`config.mk`:
```
export PLATFORM = sky130hd
export DESIGN_NAME = bcd_rtc_with_nibble_cpu_port
export DESIGN_NICKNAME = d
export VERILOG_FILES = /design/src/verilog/rtc_pkg.sv /design/src/verilog/bcd_rtc_with_nibble_cpu_port.sv /design/src/verilog/pin_sync.sv /design/src/verilog/xtal_timebase.sv
export SDC_FILE = /design/constraint.sdc
export NUM_CORES = 1
export LEC_CHECK = 0
export BUFFER_PORTS_ARGS = -buffer_cell sky130_fd_sc_hd__buf_2
export CORE_AREA = 3 3 208 108
export DETAILED_ROUTE_END_ITERATION = 16
export DIE_AREA = 0 0 211 111
export PLACE_DENSITY = 0.68
export RECOVER_POWER = 50
export REMOVE_ABC_BUFFERS = 1
export SLEW_MARGIN = 20
export SYNTH_ARGS = -nofsm -noshare
export SYNTH_HDL_FRONTEND = slang
export SYNTH_SLANG_ARGS = --single-unit
```
`constraint.sdc`:
```
create_clock -name sys_clk -period 5.2 [get_ports sys_clk]
set_clock_uncertainty 0.1 [all_clocks]
set_input_delay 0 -clock sys_clk [delete_from_list [all_inputs] [get_ports sys_clk]]
set_output_delay 0 -clock sys_clk [all_outputs]
set_load 0.05 [all_outputs]
```
`src/verilog/rtc_pkg.sv`:
```
package rtc_pkg;

  // ==========================================================================
  // Clocks and time base
  // ==========================================================================
  localparam int CLK_HZ = 10_000_000;
  localparam int XTAL_HZ = 32_768;
  localparam int DIV_W = $clog2(XTAL_HZ);
  localparam int FAST_W = 9;
  localparam int STOP_US = 100;
  localparam int STOP_CYC = STOP_US * (CLK_HZ / 1_000_000);

  // ==========================================================================
  // Location offsets, bank 0 (time and calendar) and bank 1 (alarm, timer)
  // ==========================================================================
  localparam logic [3:0] OFS_SEC1 = 4'h0;
  localparam logic [3:0] OFS_SEC10 = 4'h1;
  localparam logic [3:0] OFS_MIN1 = 4'h2;
  localparam logic [3:0] OFS_MIN10 = 4'h3;
  localparam logic [3:0] OFS_HR1 = 4'h4;
  localparam logic [3:0] OFS_HR10 = 4'h5;
  localparam logic [3:0] OFS_DOW = 4'h6;
  localparam logic [3:0] OFS_DAY1 = 4'h7;
  localparam logic [3:0] OFS_DAY10 = 4'h8;
  localparam logic [3:0] OFS_MON1 = 4'h9;
  localparam logic [3:0] OFS_MON10 = 4'hA;
  localparam logic [3:0] OFS_YR1 = 4'hB;
  localparam logic [3:0] OFS_YR10 = 4'hC;
  localparam logic [3:0] OFS_CTRL = 4'hD;
  localparam logic [3:0] OFS_MODE = 4'hE;
  localparam logic [3:0] OFS_STAT = 4'hF;
  localparam logic [3:0] OFS_TMR_LO = 4'h4;
  localparam logic [3:0] OFS_TMR_HI = 4'h5;

  // ==========================================================================
  // Field positions and reset values
  // ==========================================================================
  localparam int CTRL_BANK = 0;
  localparam int CTRL_ADJ = 1;
  localparam int CTRL_INH = 2;
  localparam int CTRL_TMR_EN = 3;
  localparam int MODE_H24 = 0;
  localparam int MODE_WDOG = 1;
  localparam int MODE_PER_MIN = 2;
  localparam int MODE_ALM_EN = 3;
  localparam int STAT_INVALID = 0;
  localparam int STAT_ALM = 1;
  localparam int STAT_PER = 2;
  localparam int STAT_TMR = 3;
  localparam int HR_PM_BIT = 5;
  localparam logic [3:0] CTRL_RST = 4'h0;
  localparam logic [3:0] MODE_RST = 4'h1;
  localparam logic [7:0] TMR_RST = 8'hFF;
  localparam logic [3:0] ALARM_RST = 4'h0;

  // ==========================================================================
  // Carriers and states
  // ==========================================================================
  typedef struct packed {
    logic cs_n;
    logic ce;
    logic rd_n;
    logic wr_n;
    logic [3:0] addr;
    logic [3:0] data;
  } bus_pins_s;

  localparam bus_pins_s BUS_IDLE = '{cs_n: 1'b1, ce: 1'b0, rd_n: 1'b1, wr_n: 1'b1,
                                     addr: 4'h0, data: 4'h0};

  typedef struct packed {
    logic [7:0] year;
    logic [7:0] mon;
    logic [7:0] day;
    logic [2:0] dow;
    logic [7:0] hour;
    logic [7:0] min;
    logic [7:0] sec;
  } time_s;

  localparam time_s TIME_RST = '{year: 8'h00, mon: 8'h01, day: 8'h01, dow: 3'h0,
                                 hour: 8'h00, min: 8'h00, sec: 8'h00};

  typedef enum logic [1:0] {
    TMR_IDLE = 2'b00,
    TMR_RUN = 2'b01,
    TMR_FIRED = 2'b11
  } tmr_state_e;

endpackage

```
`src/verilog/bcd_rtc_with_nibble_cpu_port.sv`:
```
// Overview of operation
// - Accesses count only while chip select is low and chip enable is high.
// - A falling read strobe puts the addressed nibble on the data lines.
// - Both the falling and the rising write strobe store the data nibble.
// - Address inputs are forced to zero while chip enable is low.
// - Data inputs are forced to zero while chip enable is low.
// - Timer output runs as a periodic timer or as a watchdog.
// - With chip enable low the timer halts and its output stays inactive.
// - The interrupt output carries periodic and alarm-match interrupts.
// - The interrupt output keeps working while chip enable is low.
// - Four-bit data bus and four-bit address bus give sixteen locations.
// - Keeps seconds to year, day of week, and an hour and minute alarm.
// - Hour counter runs in twelve-hour or twenty-four-hour format.
// - Leap years are found automatically and February gets its 29th day.
// - All clock and alarm values are kept and read as BCD digits.
// - Adjust rounds to the nearest minute: below thirty clears, else advances.
// - A flag records that the time is untrustworthy, e.g. oscillator stop.
// - Interrupt flags are readable and an inhibit bit blocks the output.
// - The timer counts ticks derived internally from the time base.
module bcd_rtc_with_nibble_cpu_port
  import rtc_pkg::*;
(
  // Clock and reset.
  input wire logic sys_clk,
  input wire logic rst,
  // Processor port.
  input wire logic cs_n,
  input wire logic ce,
  input wire logic rd_n,
  input wire logic wr_n,
  input wire logic [3:0] addr_in,
  input wire logic [3:0] data_in,
  output logic [3:0] data_out,
  output logic data_oe,
  // Open-drain style outputs, low when active.
  output logic irq_out_n,
  output logic timer_out_n,
  // Oscillator.
  input wire logic xtal_in,
  output logic xtal_out
);

  // =========================================================================
  // Pin synchronisers and time base
  // =========================================================================
  bus_pins_s pin_raw, pin_s;
  logic xtal_s, xtal_prev_q, xtal_rise, sec_tick, fast_tick, osc_stopped;

  assign pin_raw = '{cs_n: cs_n, ce: ce, rd_n: rd_n, wr_n: wr_n,
                     addr: addr_in, data: data_in};

  pin_sync #(.WIDTH($bits(bus_pins_s)), .RST_VAL(BUS_IDLE)) u_bus_sync (
    .sys_clk(sys_clk),
    .rst(rst),
    .pin_in(pin_raw),
    .level_out(pin_s)
  );

  pin_sync #(.WIDTH(1), .RST_VAL(1'b0)) u_xtal_sync (
    .sys_clk(sys_clk),
    .rst(rst),
    .pin_in(xtal_in),
    .level_out(xtal_s)
  );

  assign xtal_rise = xtal_s & ~xtal_prev_q;

  xtal_timebase u_timebase (
    .sys_clk(sys_clk),
    .rst(rst),
    .xtal_rise(xtal_rise),
    .sec_tick(sec_tick),
    .fast_tick(fast_tick),
    .osc_stopped(osc_stopped)
  );

  // =========================================================================
  // Bus decode
  // =========================================================================
  logic rd_prev_q, wr_prev_q;
  logic access_ok, rd_fall, wr_edge, wr_b0, wr_b1, kick;
  logic [3:0] addr_g, data_g, rd_nib;
  logic ctrl_wr, mode_wr, stat_wr, adj_pulse;
  logic [3:0] ctrl_q, mode_q;
  logic bank;

  // Qualified strobes and gated address and data.
  assign access_ok = ~pin_s.cs_n & pin_s.ce;
  assign addr_g = pin_s.ce ? pin_s.addr : 4'h0;
  assign data_g = pin_s.ce ? pin_s.data : 4'h0;
  assign rd_fall = access_ok & rd_prev_q & ~pin_s.rd_n;
  assign wr_edge = access_ok & (wr_prev_q != pin_s.wr_n);
  assign bank = ctrl_q[CTRL_BANK];
  assign wr_b0 = wr_edge & ~bank;
  assign wr_b1 = wr_edge & bank;
  assign ctrl_wr = wr_edge & (addr_g == OFS_CTRL);
  assign mode_wr = wr_edge & (addr_g == OFS_MODE);
  assign stat_wr = wr_edge & (addr_g == OFS_STAT);
  assign adj_pulse = ctrl_wr & data_g[CTRL_ADJ];
  assign kick = rd_fall | wr_edge;

  // =========================================================================
  // Calendar helpers
  // =========================================================================
  function automatic logic [7:0] bcd_inc(input logic [7:0] v);
    return (v[3:0] == 4'h9) ? {v[7:4] + 4'h1, 4'h0} : {v[7:4], v[3:0] + 4'h1};
  endfunction

  // Year divisible by four, worked out on the BCD digits.
  function automatic logic is_leap(input logic [7:0] y);
    logic even_u, quad_u;
    even_u = (y[3:0] == 4'h0) | (y[3:0] == 4'h4) | (y[3:0] == 4'h8);
    quad_u = (y[3:0] == 4'h2) | (y[3:0] == 4'h6);
    return y[4] ? quad_u : even_u;
  endfunction

  function automatic logic [7:0] month_days(input logic [7:0] m, input logic lp);
    logic [7:0] d;
    d = 8'h31;
    if (m == 8'h02) d = lp ? 8'h29 : 8'h28;
    if ((m == 8'h04) | (m == 8'h06) | (m == 8'h09) | (m == 8'h11)) d = 8'h30;
    return d;
  endfunction

  // =========================================================================
  // Time counters and processor writes
  // =========================================================================
  time_s time_q, t_d;
  logic [3:0] alarm_q [4];
  logic min_step, hr_step, day_step, mon_step, yr_step, alm_match;
  logic [7:0] hr12, alm_min, alm_hr;

  assign alm_min = {alarm_q[1], alarm_q[0]};
  assign alm_hr = {alarm_q[3], alarm_q[2]};
  assign hr12 = {3'b000, time_q.hour[4:0]};

  // Carry chain from seconds to years; writes overlay the counted value.
  always_comb begin
    t_d = time_q;
    min_step = (sec_tick & (time_q.sec == 8'h59)) | (adj_pulse & (time_q.sec >= 8'h30));
    hr_step = min_step & (time_q.min == 8'h59);
    day_step = 1'b0;
    if (adj_pulse | sec_tick) begin
      t_d.sec = (adj_pulse | (time_q.sec == 8'h59)) ? 8'h00 : bcd_inc(time_q.sec);
    end
    if (min_step) t_d.min = (time_q.min == 8'h59) ? 8'h00 : bcd_inc(time_q.min);
    if (hr_step) begin
      if (mode_q[MODE_H24]) begin
        day_step = (time_q.hour == 8'h23);
        t_d.hour = day_step ? 8'h00 : bcd_inc(time_q.hour);
      end else if (hr12 == 8'h11) begin
        day_step = time_q.hour[HR_PM_BIT];
        t_d.hour = {2'b00, ~time_q.hour[HR_PM_BIT], 5'h12};
      end else if (hr12 == 8'h12) begin
        t_d.hour = {2'b00, time_q.hour[HR_PM_BIT], 5'h01};
      end else begin
        t_d.hour = bcd_inc(time_q.hour);
      end
    end
    mon_step = day_step & (time_q.day == month_days(time_q.mon, is_leap(time_q.year)));
    yr_step = mon_step & (time_q.mon == 8'h12);
    if (day_step) begin
      t_d.day = mon_step ? 8'h01 : bcd_inc(time_q.day);
      t_d.dow = (time_q.dow == 3'h6) ? 3'h0 : time_q.dow + 3'h1;
    end
    if (mon_step) t_d.mon = yr_step ? 8'h01 : bcd_inc(time_q.mon);
    if (yr_step) t_d.year = (time_q.year == 8'h99) ? 8'h00 : bcd_inc(time_q.year);
    if (wr_b0) begin
      unique case (addr_g)
        OFS_SEC1: t_d.sec[3:0] = data_g;
        OFS_SEC10: t_d.sec[7:4] = {1'b0, data_g[2:0]};
        OFS_MIN1: t_d.min[3:0] = data_g;
        OFS_MIN10: t_d.min[7:4] = {1'b0, data_g[2:0]};
        OFS_HR1: t_d.hour[3:0] = data_g;
        OFS_HR10: t_d.hour[7:4] = {2'b00, data_g[1:0]};
        OFS_DOW: t_d.dow = data_g[2:0];
        OFS_DAY1: t_d.day[3:0] = data_g;
        OFS_DAY10: t_d.day[7:4] = {2'b00, data_g[1:0]};
        OFS_MON1: t_d.mon[3:0] = data_g;
        OFS_MON10: t_d.mon[7:4] = {3'b000, data_g[0]};
        OFS_YR1: t_d.year[3:0] = data_g;
        OFS_YR10: t_d.year[7:4] = data_g;
        default: t_d = t_d;
      endcase
    end
  end

  // Alarm compares the time about to be entered at a minute boundary.
  assign alm_match = min_step & mode_q[MODE_ALM_EN] & (t_d.min == alm_min) &
                     (t_d.hour == alm_hr);

  // Time, alarm and control storage.
  always_ff @(posedge sys_clk or posedge rst) begin
    if (rst) begin
      time_q <= TIME_RST;
      for (int i = 0; i < 4; i++) alarm_q[i] <= ALARM_RST;
      ctrl_q <= CTRL_RST;
      mode_q <= MODE_RST;
    end else begin
      time_q <= t_d;
      if (wr_b1 && (addr_g[3:2] == 2'b00)) alarm_q[addr_g[1:0]] <= data_g;
      if (ctrl_wr) ctrl_q <= {data_g[3:2], 1'b0, data_g[0]};
      if (mode_wr) mode_q <= data_g;
    end
  end

  // =========================================================================
  // Status flags and interrupt output
  // =========================================================================
  logic invalid_q, alm_flag_q, per_flag_q, tmr_flag_q, tmr_fire;
  logic invalid_d, alm_flag_d, per_flag_d, tmr_flag_d, per_set, irq_n_q;

  // Hardware set wins over a write-one clear in the same cycle.
  assign per_set = mode_q[MODE_PER_MIN] ? min_step : sec_tick;
  assign invalid_d = osc_stopped | (invalid_q & ~(stat_wr & data_g[STAT_INVALID]));
  assign alm_flag_d = alm_match | (alm_flag_q & ~(stat_wr & data_g[STAT_ALM]));
  assign per_flag_d = per_set | (per_flag_q & ~(stat_wr & data_g[STAT_PER]));
  assign tmr_flag_d = tmr_fire | (tmr_flag_q & ~(stat_wr & data_g[STAT_TMR]));

  // Flags run without regard to chip enable so interrupts survive backup.
  always_ff @(posedge sys_clk or posedge rst) begin
    if (rst) begin
      invalid_q <= 1'b1;
      alm_flag_q <= 1'b0;
      per_flag_q <= 1'b0;
      tmr_flag_q <= 1'b0;
      irq_n_q <= 1'b1;
    end else begin
      invalid_q <= invalid_d;
      alm_flag_q <= alm_flag_d;
      per_flag_q <= per_flag_d;
      tmr_flag_q <= tmr_flag_d;
      irq_n_q <= ~((alm_flag_d | per_flag_d) & ~ctrl_q[CTRL_INH]);
    end
  end

  // =========================================================================
  // Timer: periodic or watchdog, counting 64 Hz ticks
  // =========================================================================
  tmr_state_e tmr_q, tmr_d;
  logic [7:0] tmr_load_q, tmr_cnt_q, tmr_cnt_d;
  logic tmr_live;

  assign tmr_live = pin_s.ce & ctrl_q[CTRL_TMR_EN];
  assign tmr_fire = (tmr_q == TMR_RUN) & tmr_live & fast_tick & (tmr_cnt_q == 8'h00);

  // Next state; losing chip enable forces the idle state.
  always_comb begin
    tmr_d = tmr_q;
    tmr_cnt_d = tmr_cnt_q;
    unique case (tmr_q)
      TMR_IDLE: begin
        tmr_d = TMR_RUN;
        tmr_cnt_d = tmr_load_q;
      end
      TMR_RUN: begin
        if (mode_q[MODE_WDOG] & kick) begin
          tmr_cnt_d = tmr_load_q;
        end else if (tmr_fire) begin
          tmr_d = TMR_FIRED;
        end else if (fast_tick) begin
          tmr_cnt_d = tmr_cnt_q - 8'h01;
        end
      end
      TMR_FIRED: begin
        if (mode_q[MODE_WDOG] ? kick : fast_tick) begin
          tmr_d = TMR_RUN;
          tmr_cnt_d = tmr_load_q;
        end
      end
      default: tmr_d = TMR_IDLE;
    endcase
    if (!tmr_live) tmr_d = TMR_IDLE;
  end

  // Timer storage.
  always_ff @(posedge sys_clk or posedge rst) begin
    if (rst) begin
      tmr_q <= TMR_IDLE;
      tmr_cnt_q <= TMR_RST;
      tmr_load_q <= TMR_RST;
    end else begin
      tmr_q <= tmr_d;
      tmr_cnt_q <= tmr_cnt_d;
      if (wr_b1 && (addr_g == OFS_TMR_LO)) tmr_load_q[3:0] <= data_g;
      if (wr_b1 && (addr_g == OFS_TMR_HI)) tmr_load_q[7:4] <= data_g;
    end
  end

  // =========================================================================
  // Read multiplexer and output stage
  // =========================================================================
  logic [3:0] rd_b0 [16];
  logic [3:0] rd_b1 [16];
  logic [3:0] stat_rd, data_out_q;
  logic data_oe_q, timer_n_q, xtal_out_q;

  assign stat_rd = {tmr_flag_q, per_flag_q, alm_flag_q, invalid_q};

  // Bank 0: time and calendar digits, then shared control locations.
  assign rd_b0[0] = time_q.sec[3:0];
  assign rd_b0[1] = time_q.sec[7:4];
  assign rd_b0[2] = time_q.min[3:0];
  assign rd_b0[3] = time_q.min[7:4];
  assign rd_b0[4] = time_q.hour[3:0];
  assign rd_b0[5] = time_q.hour[7:4];
  assign rd_b0[6] = {1'b0, time_q.dow};
  assign rd_b0[7] = time_q.day[3:0];
  assign rd_b0[8] = time_q.day[7:4];
  assign rd_b0[9] = time_q.mon[3:0];
  assign rd_b0[10] = time_q.mon[7:4];
  assign rd_b0[11] = time_q.year[3:0];
  assign rd_b0[12] = time_q.year[7:4];

  // Bank 1: alarm digits, timer reload, unused locations read zero.
  for (genvar i = 0; i < 13; i++) begin : g_bank1
    if (i < 4) begin : g_alm
      assign rd_b1[i] = alarm_q[i];
    end else if (i == 4) begin : g_tlo
      assign rd_b1[i] = tmr_load_q[3:0];
    end else if (i == 5) begin : g_thi
      assign rd_b1[i] = tmr_load_q[7:4];
    end else begin : g_zero
      assign rd_b1[i] = 4'h0;
    end
  end

  // Control, mode and status sit in both banks.
  for (genvar i = 13; i < 16; i++) begin : g_shared
    assign rd_b0[i] = (i == 13) ? ctrl_q : ((i == 14) ? mode_q : stat_rd);
    assign rd_b1[i] = rd_b0[i];
  end

  assign rd_nib = bank ? rd_b1[addr_g] : rd_b0[addr_g];

  // Output flops; the data lines are driven only through a valid read.
  always_ff @(posedge sys_clk or posedge rst) begin
    if (rst) begin
      rd_prev_q <= 1'b1;
      wr_prev_q <= 1'b1;
      xtal_prev_q <= 1'b0;
      data_out_q <= 4'h0;
      data_oe_q <= 1'b0;
      timer_n_q <= 1'b1;
      xtal_out_q <= 1'b1;
    end else begin
      rd_prev_q <= pin_s.rd_n;
      wr_prev_q <= pin_s.wr_n;
      xtal_prev_q <= xtal_s;
      if (rd_fall) data_out_q <= rd_nib;
      data_oe_q <= access_ok & ~pin_s.rd_n & (rd_fall | data_oe_q);
      timer_n_q <= (tmr_d != TMR_FIRED);
      xtal_out_q <= ~xtal_s;
    end
  end

  assign data_out = data_out_q;
  assign data_oe = data_oe_q;
  assign irq_out_n = irq_n_q;
  assign timer_out_n = timer_n_q;
  assign xtal_out = xtal_out_q;

endmodule // bcd_rtc_with_nibble_cpu_port

```
`src/verilog/pin_sync.sv`:
```
module pin_sync
  import rtc_pkg::*;
#(
  parameter int WIDTH = 1,
  parameter logic [WIDTH-1:0] RST_VAL = '0
) (
  // Clock and reset.
  input wire logic sys_clk,
  input wire logic rst,
  // Raw pins and filtered levels.
  input wire logic [WIDTH-1:0] pin_in,
  output logic [WIDTH-1:0] level_out
);

  logic [WIDTH-1:0] s1_q, s2_q, s3_q, lvl_q, lvl_d;

  // =========================================================================
  // Three stages; a level is taken only once stages two and three agree.
  // =========================================================================
  always_ff @(posedge sys_clk or posedge rst) begin
    if (rst) begin
      s1_q <= RST_VAL;
      s2_q <= RST_VAL;
      s3_q <= RST_VAL;
      lvl_q <= RST_VAL;
    end else begin
      s1_q <= pin_in;
      s2_q <= s1_q;
      s3_q <= s2_q;
      lvl_q <= lvl_d;
    end
  end

  // Per-bit agreement filter.
  for (genvar i = 0; i < WIDTH; i++) begin : g_bit
    assign lvl_d[i] = (s2_q[i] == s3_q[i]) ? s3_q[i] : lvl_q[i];
  end

  assign level_out = lvl_q;

endmodule // pin_sync

```
`src/verilog/xtal_timebase.sv`:
```
module xtal_timebase
  import rtc_pkg::*;
(
  // Clock and reset.
  input wire logic sys_clk,
  input wire logic rst,
  // Oscillator edge in, ticks out.
  input wire logic xtal_rise,
  output logic sec_tick,
  output logic fast_tick,
  output logic osc_stopped
);

  logic [DIV_W-1:0] div_q;
  logic [$clog2(STOP_CYC+1)-1:0] idle_q;
  logic sec_q, fast_q, stop_q;

  // =========================================================================
  // Crystal divider: one-second tick and a 64 Hz tick for the timer.
  // =========================================================================
  always_ff @(posedge sys_clk or posedge rst) begin
    if (rst) begin
      div_q <= '0;
      sec_q <= 1'b0;
      fast_q <= 1'b0;
    end else begin
      div_q <= xtal_rise ? div_q + 1'b1 : div_q;
      sec_q <= xtal_rise & (&div_q);
      fast_q <= xtal_rise & (&div_q[FAST_W-1:0]);
    end
  end

  // =========================================================================
  // Stop watch: no crystal edge for the stop time flags a halted oscillator.
  // =========================================================================
  always_ff @(posedge sys_clk or posedge rst) begin
    if (rst) begin
      idle_q <= '0;
      stop_q <= 1'b0;
    end else begin
      idle_q <= xtal_rise ? '0 : (stop_q ? idle_q : idle_q + 1'b1);
      stop_q <= ~xtal_rise & (stop_q | (idle_q == STOP_CYC[$bits(idle_q)-1:0]));
    end
  end

  assign sec_tick = sec_q;
  assign fast_tick = fast_q;
  assign osc_stopped = stop_q;

endmodule // xtal_timebase
```
==> results.md <==
Min path:
- The type of the worst min-delay path is in2reg.

Floorplanning:
- The core footprint is 20600 um^2.
- During I/O placement, the number of pins put on the boundary was 23.
- The number of core rows is 37.
- The die area is 23400 um^2.
- For this configuration, the core starts out at a cell density of 50.2%.
- Measured along the x axis, the die boundary spans 211 um.
- The floorplan die height is 111 um.

Global routing:
- The total overflow left after global routing is 0.
- The first-pass GRT wire length is 45.9 mm.
- The via count of the first global-routing pass was 8110.
- The total routing resource utilization after global routing is 25.2%.
- Entering global routing, the biggest net connects 142 pins.
- The initial antenna violation count was 0.

Clocking:
- The root buffer cell is sky130_fd_sc_hd__clkbuf_16.
- The CTS buffer count is 17.
- The clock input transition at the sequential cells of the worst setup and hold paths is 70 ps.
- At the later pin of the worst-skew pair, clock insertion delay measures 440 ps.
- The post-CTS setup buffer count is 0.
- The H-tree was split into 4 levels.
- Clock tree synthesis found a total of 187 sinks.
- The maximum count of clock buffers along a single path is 2.
- TritonCTS built the clock tree.

Setup path:
- The endpoint required time on the critical path is 5480 ps.
- STA classifies the critical path startpoint as a flop.
- STA puts the critical path data arrival time at 4390 ps.
- The maximum fanout count along the critical path is 24.
- The worst setup path is captured at a flop.
- The type of the worst setup path is reg2reg.

Finish:
- The final instance count without filler cells is 1392.
- From synthesis to final layout, the design area changed by 10.1%.
- The final cell utilization of the core is 55.2%.
- The share of layout cells above drive strength 1 is 12.2%.
- The number of diodes is 0.
- For this run, the post-layout net count is 1143.

Drt:
- Before antenna repair, the detailed router went through 6 iterations.
- After detailed routing, the number of remaining DRC violations is 0.
- The count of nets left with antenna violations once routing finished came out at 0.
- The total via count after detailed routing is 8788.
- The number of DRC markers in iteration 0 is 943.
- The wire length reported by the detailed router is 29.0 mm.
- The post-detailed-route wirelength per cell is 20.8 um.
- Dividing the detail-routed via count by the number of cells gives 6.31.

Placement:
- The number of input and output port buffers inserted is 22.
- The post-DP HPWL is 20.5 mm.
- The congestion estimate from routability-driven global placement came to 1.04.
- The number of placed cells counting well taps is 1346.

Logic synthesis:
- The count of synthesis-stage warnings from yosys is 0.
- Sequential cells were found to cover 45.7% of the synthesized design area.
- After technology mapping, the gate count stands at 1093.
- Among all cell types in the netlist, the one instantiated most often is sky130_fd_sc_hd__dfrtp_1.
- The adder-cell share of the synthesized area is 3.92%.
- For this run, asynchronously set or reset flops after synthesis account for 100%.
- After synthesis, the largest area contributor takes up 36.3% of total cell area.
- Synthesis inferred 187 register bits.
- Of the post-synthesis cell area, the part taken by muxes is 4.56%.
- Of all cell types, the one taking the most synthesized area is sky130_fd_sc_hd__dfrtp_1.
- Of the total synthesized cell area, the portion taken by XOR and XNOR cells is 3.64%.
- Ranked by total cell area, the synthesized netlist is headed by sky130_fd_sc_hd__dfrtp_1 36%, sky130_fd_sc_hd__dfstp_2 9.4%, sky130_fd_sc_hd__nor2_1 3.8%.
- Counting instances in the post-synthesis netlist gives the leading cell types as 150 x sky130_fd_sc_hd__dfrtp_1, 104 x sky130_fd_sc_hd__nor2_1, 95 x sky130_fd_sc_hd__nand2_1, 66 x sky130_fd_sc_hd__o21ai_0, 61 x sky130_fd_sc_hd__a21oi_1.
- The netlist area before placement is 10300 um^2.
- After synthesis, the netlist uses 86 different library cells.
- In this run, synthesis inferred 0 flip-flops with an integrated enable.
- By area, the combinational part of the netlist is dominated by simple AND/OR/NAND/NOR gates.
- In this run the mean area of a mapped cell was 9.46 um^2.
- The most used flip-flop cell after synthesis is sky130_fd_sc_hd__dfrtp_1.
- The synthesized netlist devotes 17.9% of its cell area to compound gates.
- The basic-gate share of the synthesized area counting and, or, nand and nor cells is 20.8%.

STA:
- Derived from the worst setup path, the maximum achievable clock frequency is 0.243 GHz.
- In the final timing run, aggregate negative setup slack is 0 ps.
- The worst-case headroom to the max-slew limit is -94.6%.
- For the pin with the worst max-slew slack, the measured transition is 2910 ps.
- The period utilization is 79.0%.
- The final count of pins violating max slew is 142.
- Setup repair after global routing left no endpoint under its margin.
- The worst hold margin is 97.7 ps.
- The post-layout minimum cycle time is 4110 ps.
- The number of setup violations in the final report is 0.
- The final hold violation count is 0.

Power:
- The worst ir drop on vdd is 0.257 mV.
- The leakage component of the power is 4.73 nW.
- The total chip power is 3.93 mW.
- The power per standard cell area is 345 nW/um^2.

Job:
- The max capacitance violation total is 1.

Status:
- The final reports fail on capacitance limit, slew limit.
- The flow ran to the end, but the final reports show violations.
path summary, 6_finish.rpt:
kind                                                startpoint                            end  slack [ps]  cells past startpoint
max in group asynchronous                                  rst            rd_b0[35]$_DFF_PP0_        2270                      4
min in group asynchronous                                  rst  u_bus_sync.s1_q[10]$_DFF_PP0_         970                      3
setup / recovery           u_bus_sync.level_out[4]$_DFFE_PP0N_           alm_flag_q$_DFF_PP0_        1090                      9
hold reg to reg                   u_bus_sync.s1_q[0]$_DFF_PP0_   u_bus_sync.s2_q[0]$_DFF_PP0_         240                      0
setup reg to reg           u_bus_sync.level_out[4]$_DFFE_PP0N_           alm_flag_q$_DFF_PP0_        1090                      9
hold / removal                                              ce  u_bus_sync.s1_q[10]$_DFF_PP0_         100                      2
metrics by stage:
| stage | instance area (um^2) | worst slack [ps] |
|---|---|---|
| detailed placement | 10700 | 1410 |
| global route | 11400 | 841 |
| floorplan | 10100 | 75.8 |
| finish | 11400 | 1090 |
| global placement | 10700 | 1490 |
| CTS | 11400 | 1380 |
critical path, cell delays in order, from the launching register on:
cell and delay, ps:
sky130_fd_sc_hd__dfrtp_1 380, sky130_fd_sc_hd__clkbuf_1 510, sky130_fd_sc_hd__and3b_1 840, sky130_fd_sc_hd__nand4_1 640, sky130_fd_sc_hd__nor2_1 370, sky130_fd_sc_hd__o31ai_1 100, sky130_fd_sc_hd__a2111oi_0 410, sky130_fd_sc_hd__nand4_1 180
sky130_fd_sc_hd__nor4_1 340, sky130_fd_sc_hd__a21bo_1 160
sequential cells by signal (all words and copies together), names as in the netlist, 4 cells and up:
signal	count
alarm_q	16
data_out	4
hr12	5
mode_q	4
rd_b0	46
tmr_cnt_q	8
tmr_load_q	8
u_bus_sync.level_out	12
u_bus_sync.s1_q	12
u_bus_sync.s2_q	12
u_bus_sync.s3_q	12
u_timebase.div_q	15
u_timebase.idle_q	10
power by group:
group	total, mW	switching (mW)	leakage (nW)	internal [mW]
combinational	0.748	0.467	2.14	0.281
sequential	1.85	0.222	2.31	1.63
clock	1.33	0.607	0.276	0.723
total	3.93	1.30	4.73	2.63
cell families (layout without fill, tap and decap cells):
kind of cell / count (synthesis) / in the layout
mux: 43 / 43
simple gates: 416 / 416
flops: 187 / 187
compound gates: 276 / 276
xor+xnor: 43 / 43
buf+inv: 93 / 119
fa+ha+maj: 35 / 35
layout make-up:
cell class,instances,area [um^2]
inverters,40,154
clock inverters,13,161
repair buffers,47,313
fillers,1796,9220
clock buffers,19,433
well taps,273,342
multi-input cells,813,5250
flip-flops and latches,187,4730
cells in the final DEF (no fill, tap or decap), types with 15 or more instances in the layout:
master | Yosys | final
sky130_fd_sc_hd__o21ai_0 | 66 | 65
sky130_fd_sc_hd__buf_2 | 5 | 15
sky130_fd_sc_hd__inv_1 | 40 | 39
sky130_fd_sc_hd__a21oi_1 | 61 | 61
sky130_fd_sc_hd__nand4_1 | 17 | 17
sky130_fd_sc_hd__nor3_1 | 23 | 23
sky130_fd_sc_hd__clkbuf_16 | 0 | 17
sky130_fd_sc_hd__nand2_1 | 95 | 95
sky130_fd_sc_hd__a22oi_1 | 15 | 15
sky130_fd_sc_hd__and3_1 | 19 | 19
sky130_fd_sc_hd__a31oi_1 | 20 | 20
sky130_fd_sc_hd__nand3_1 | 40 | 40
sky130_fd_sc_hd__xor2_1 | 22 | 22
sky130_fd_sc_hd__nor2_1 | 104 | 104
sky130_fd_sc_hd__dfrtp_1 | 150 | 150
sky130_fd_sc_hd__nor2b_1 | 15 | 15
sky130_fd_sc_hd__ha_1 | 22 | 22
sky130_fd_sc_hd__o22ai_1 | 16 | 16
sky130_fd_sc_hd__mux2_2 | 33 | 33
sky130_fd_sc_hd__xnor2_1 | 21 | 21
sky130_fd_sc_hd__dfstp_2 | 37 | 32
per-layer routing:
metal | up-vias | part of all wire [%] | global-route usage [%]
li1 | 4023 | - | -
met1 | 4235 | 46 | 37.6
met2 | 465 | 42 | 36.0
met3 | 65 | 9.2 | 6.28
met4 | 0 | 2.9 | 7.53
met5 | - | 0 | 0
timing repair:
action                                 4_1_cts  5_1_grt
gates resized for setup                      0        0
endpoints found under the hold margin      132        0
hold buffers                                14        0
Power figures use the tool's default switching activity.
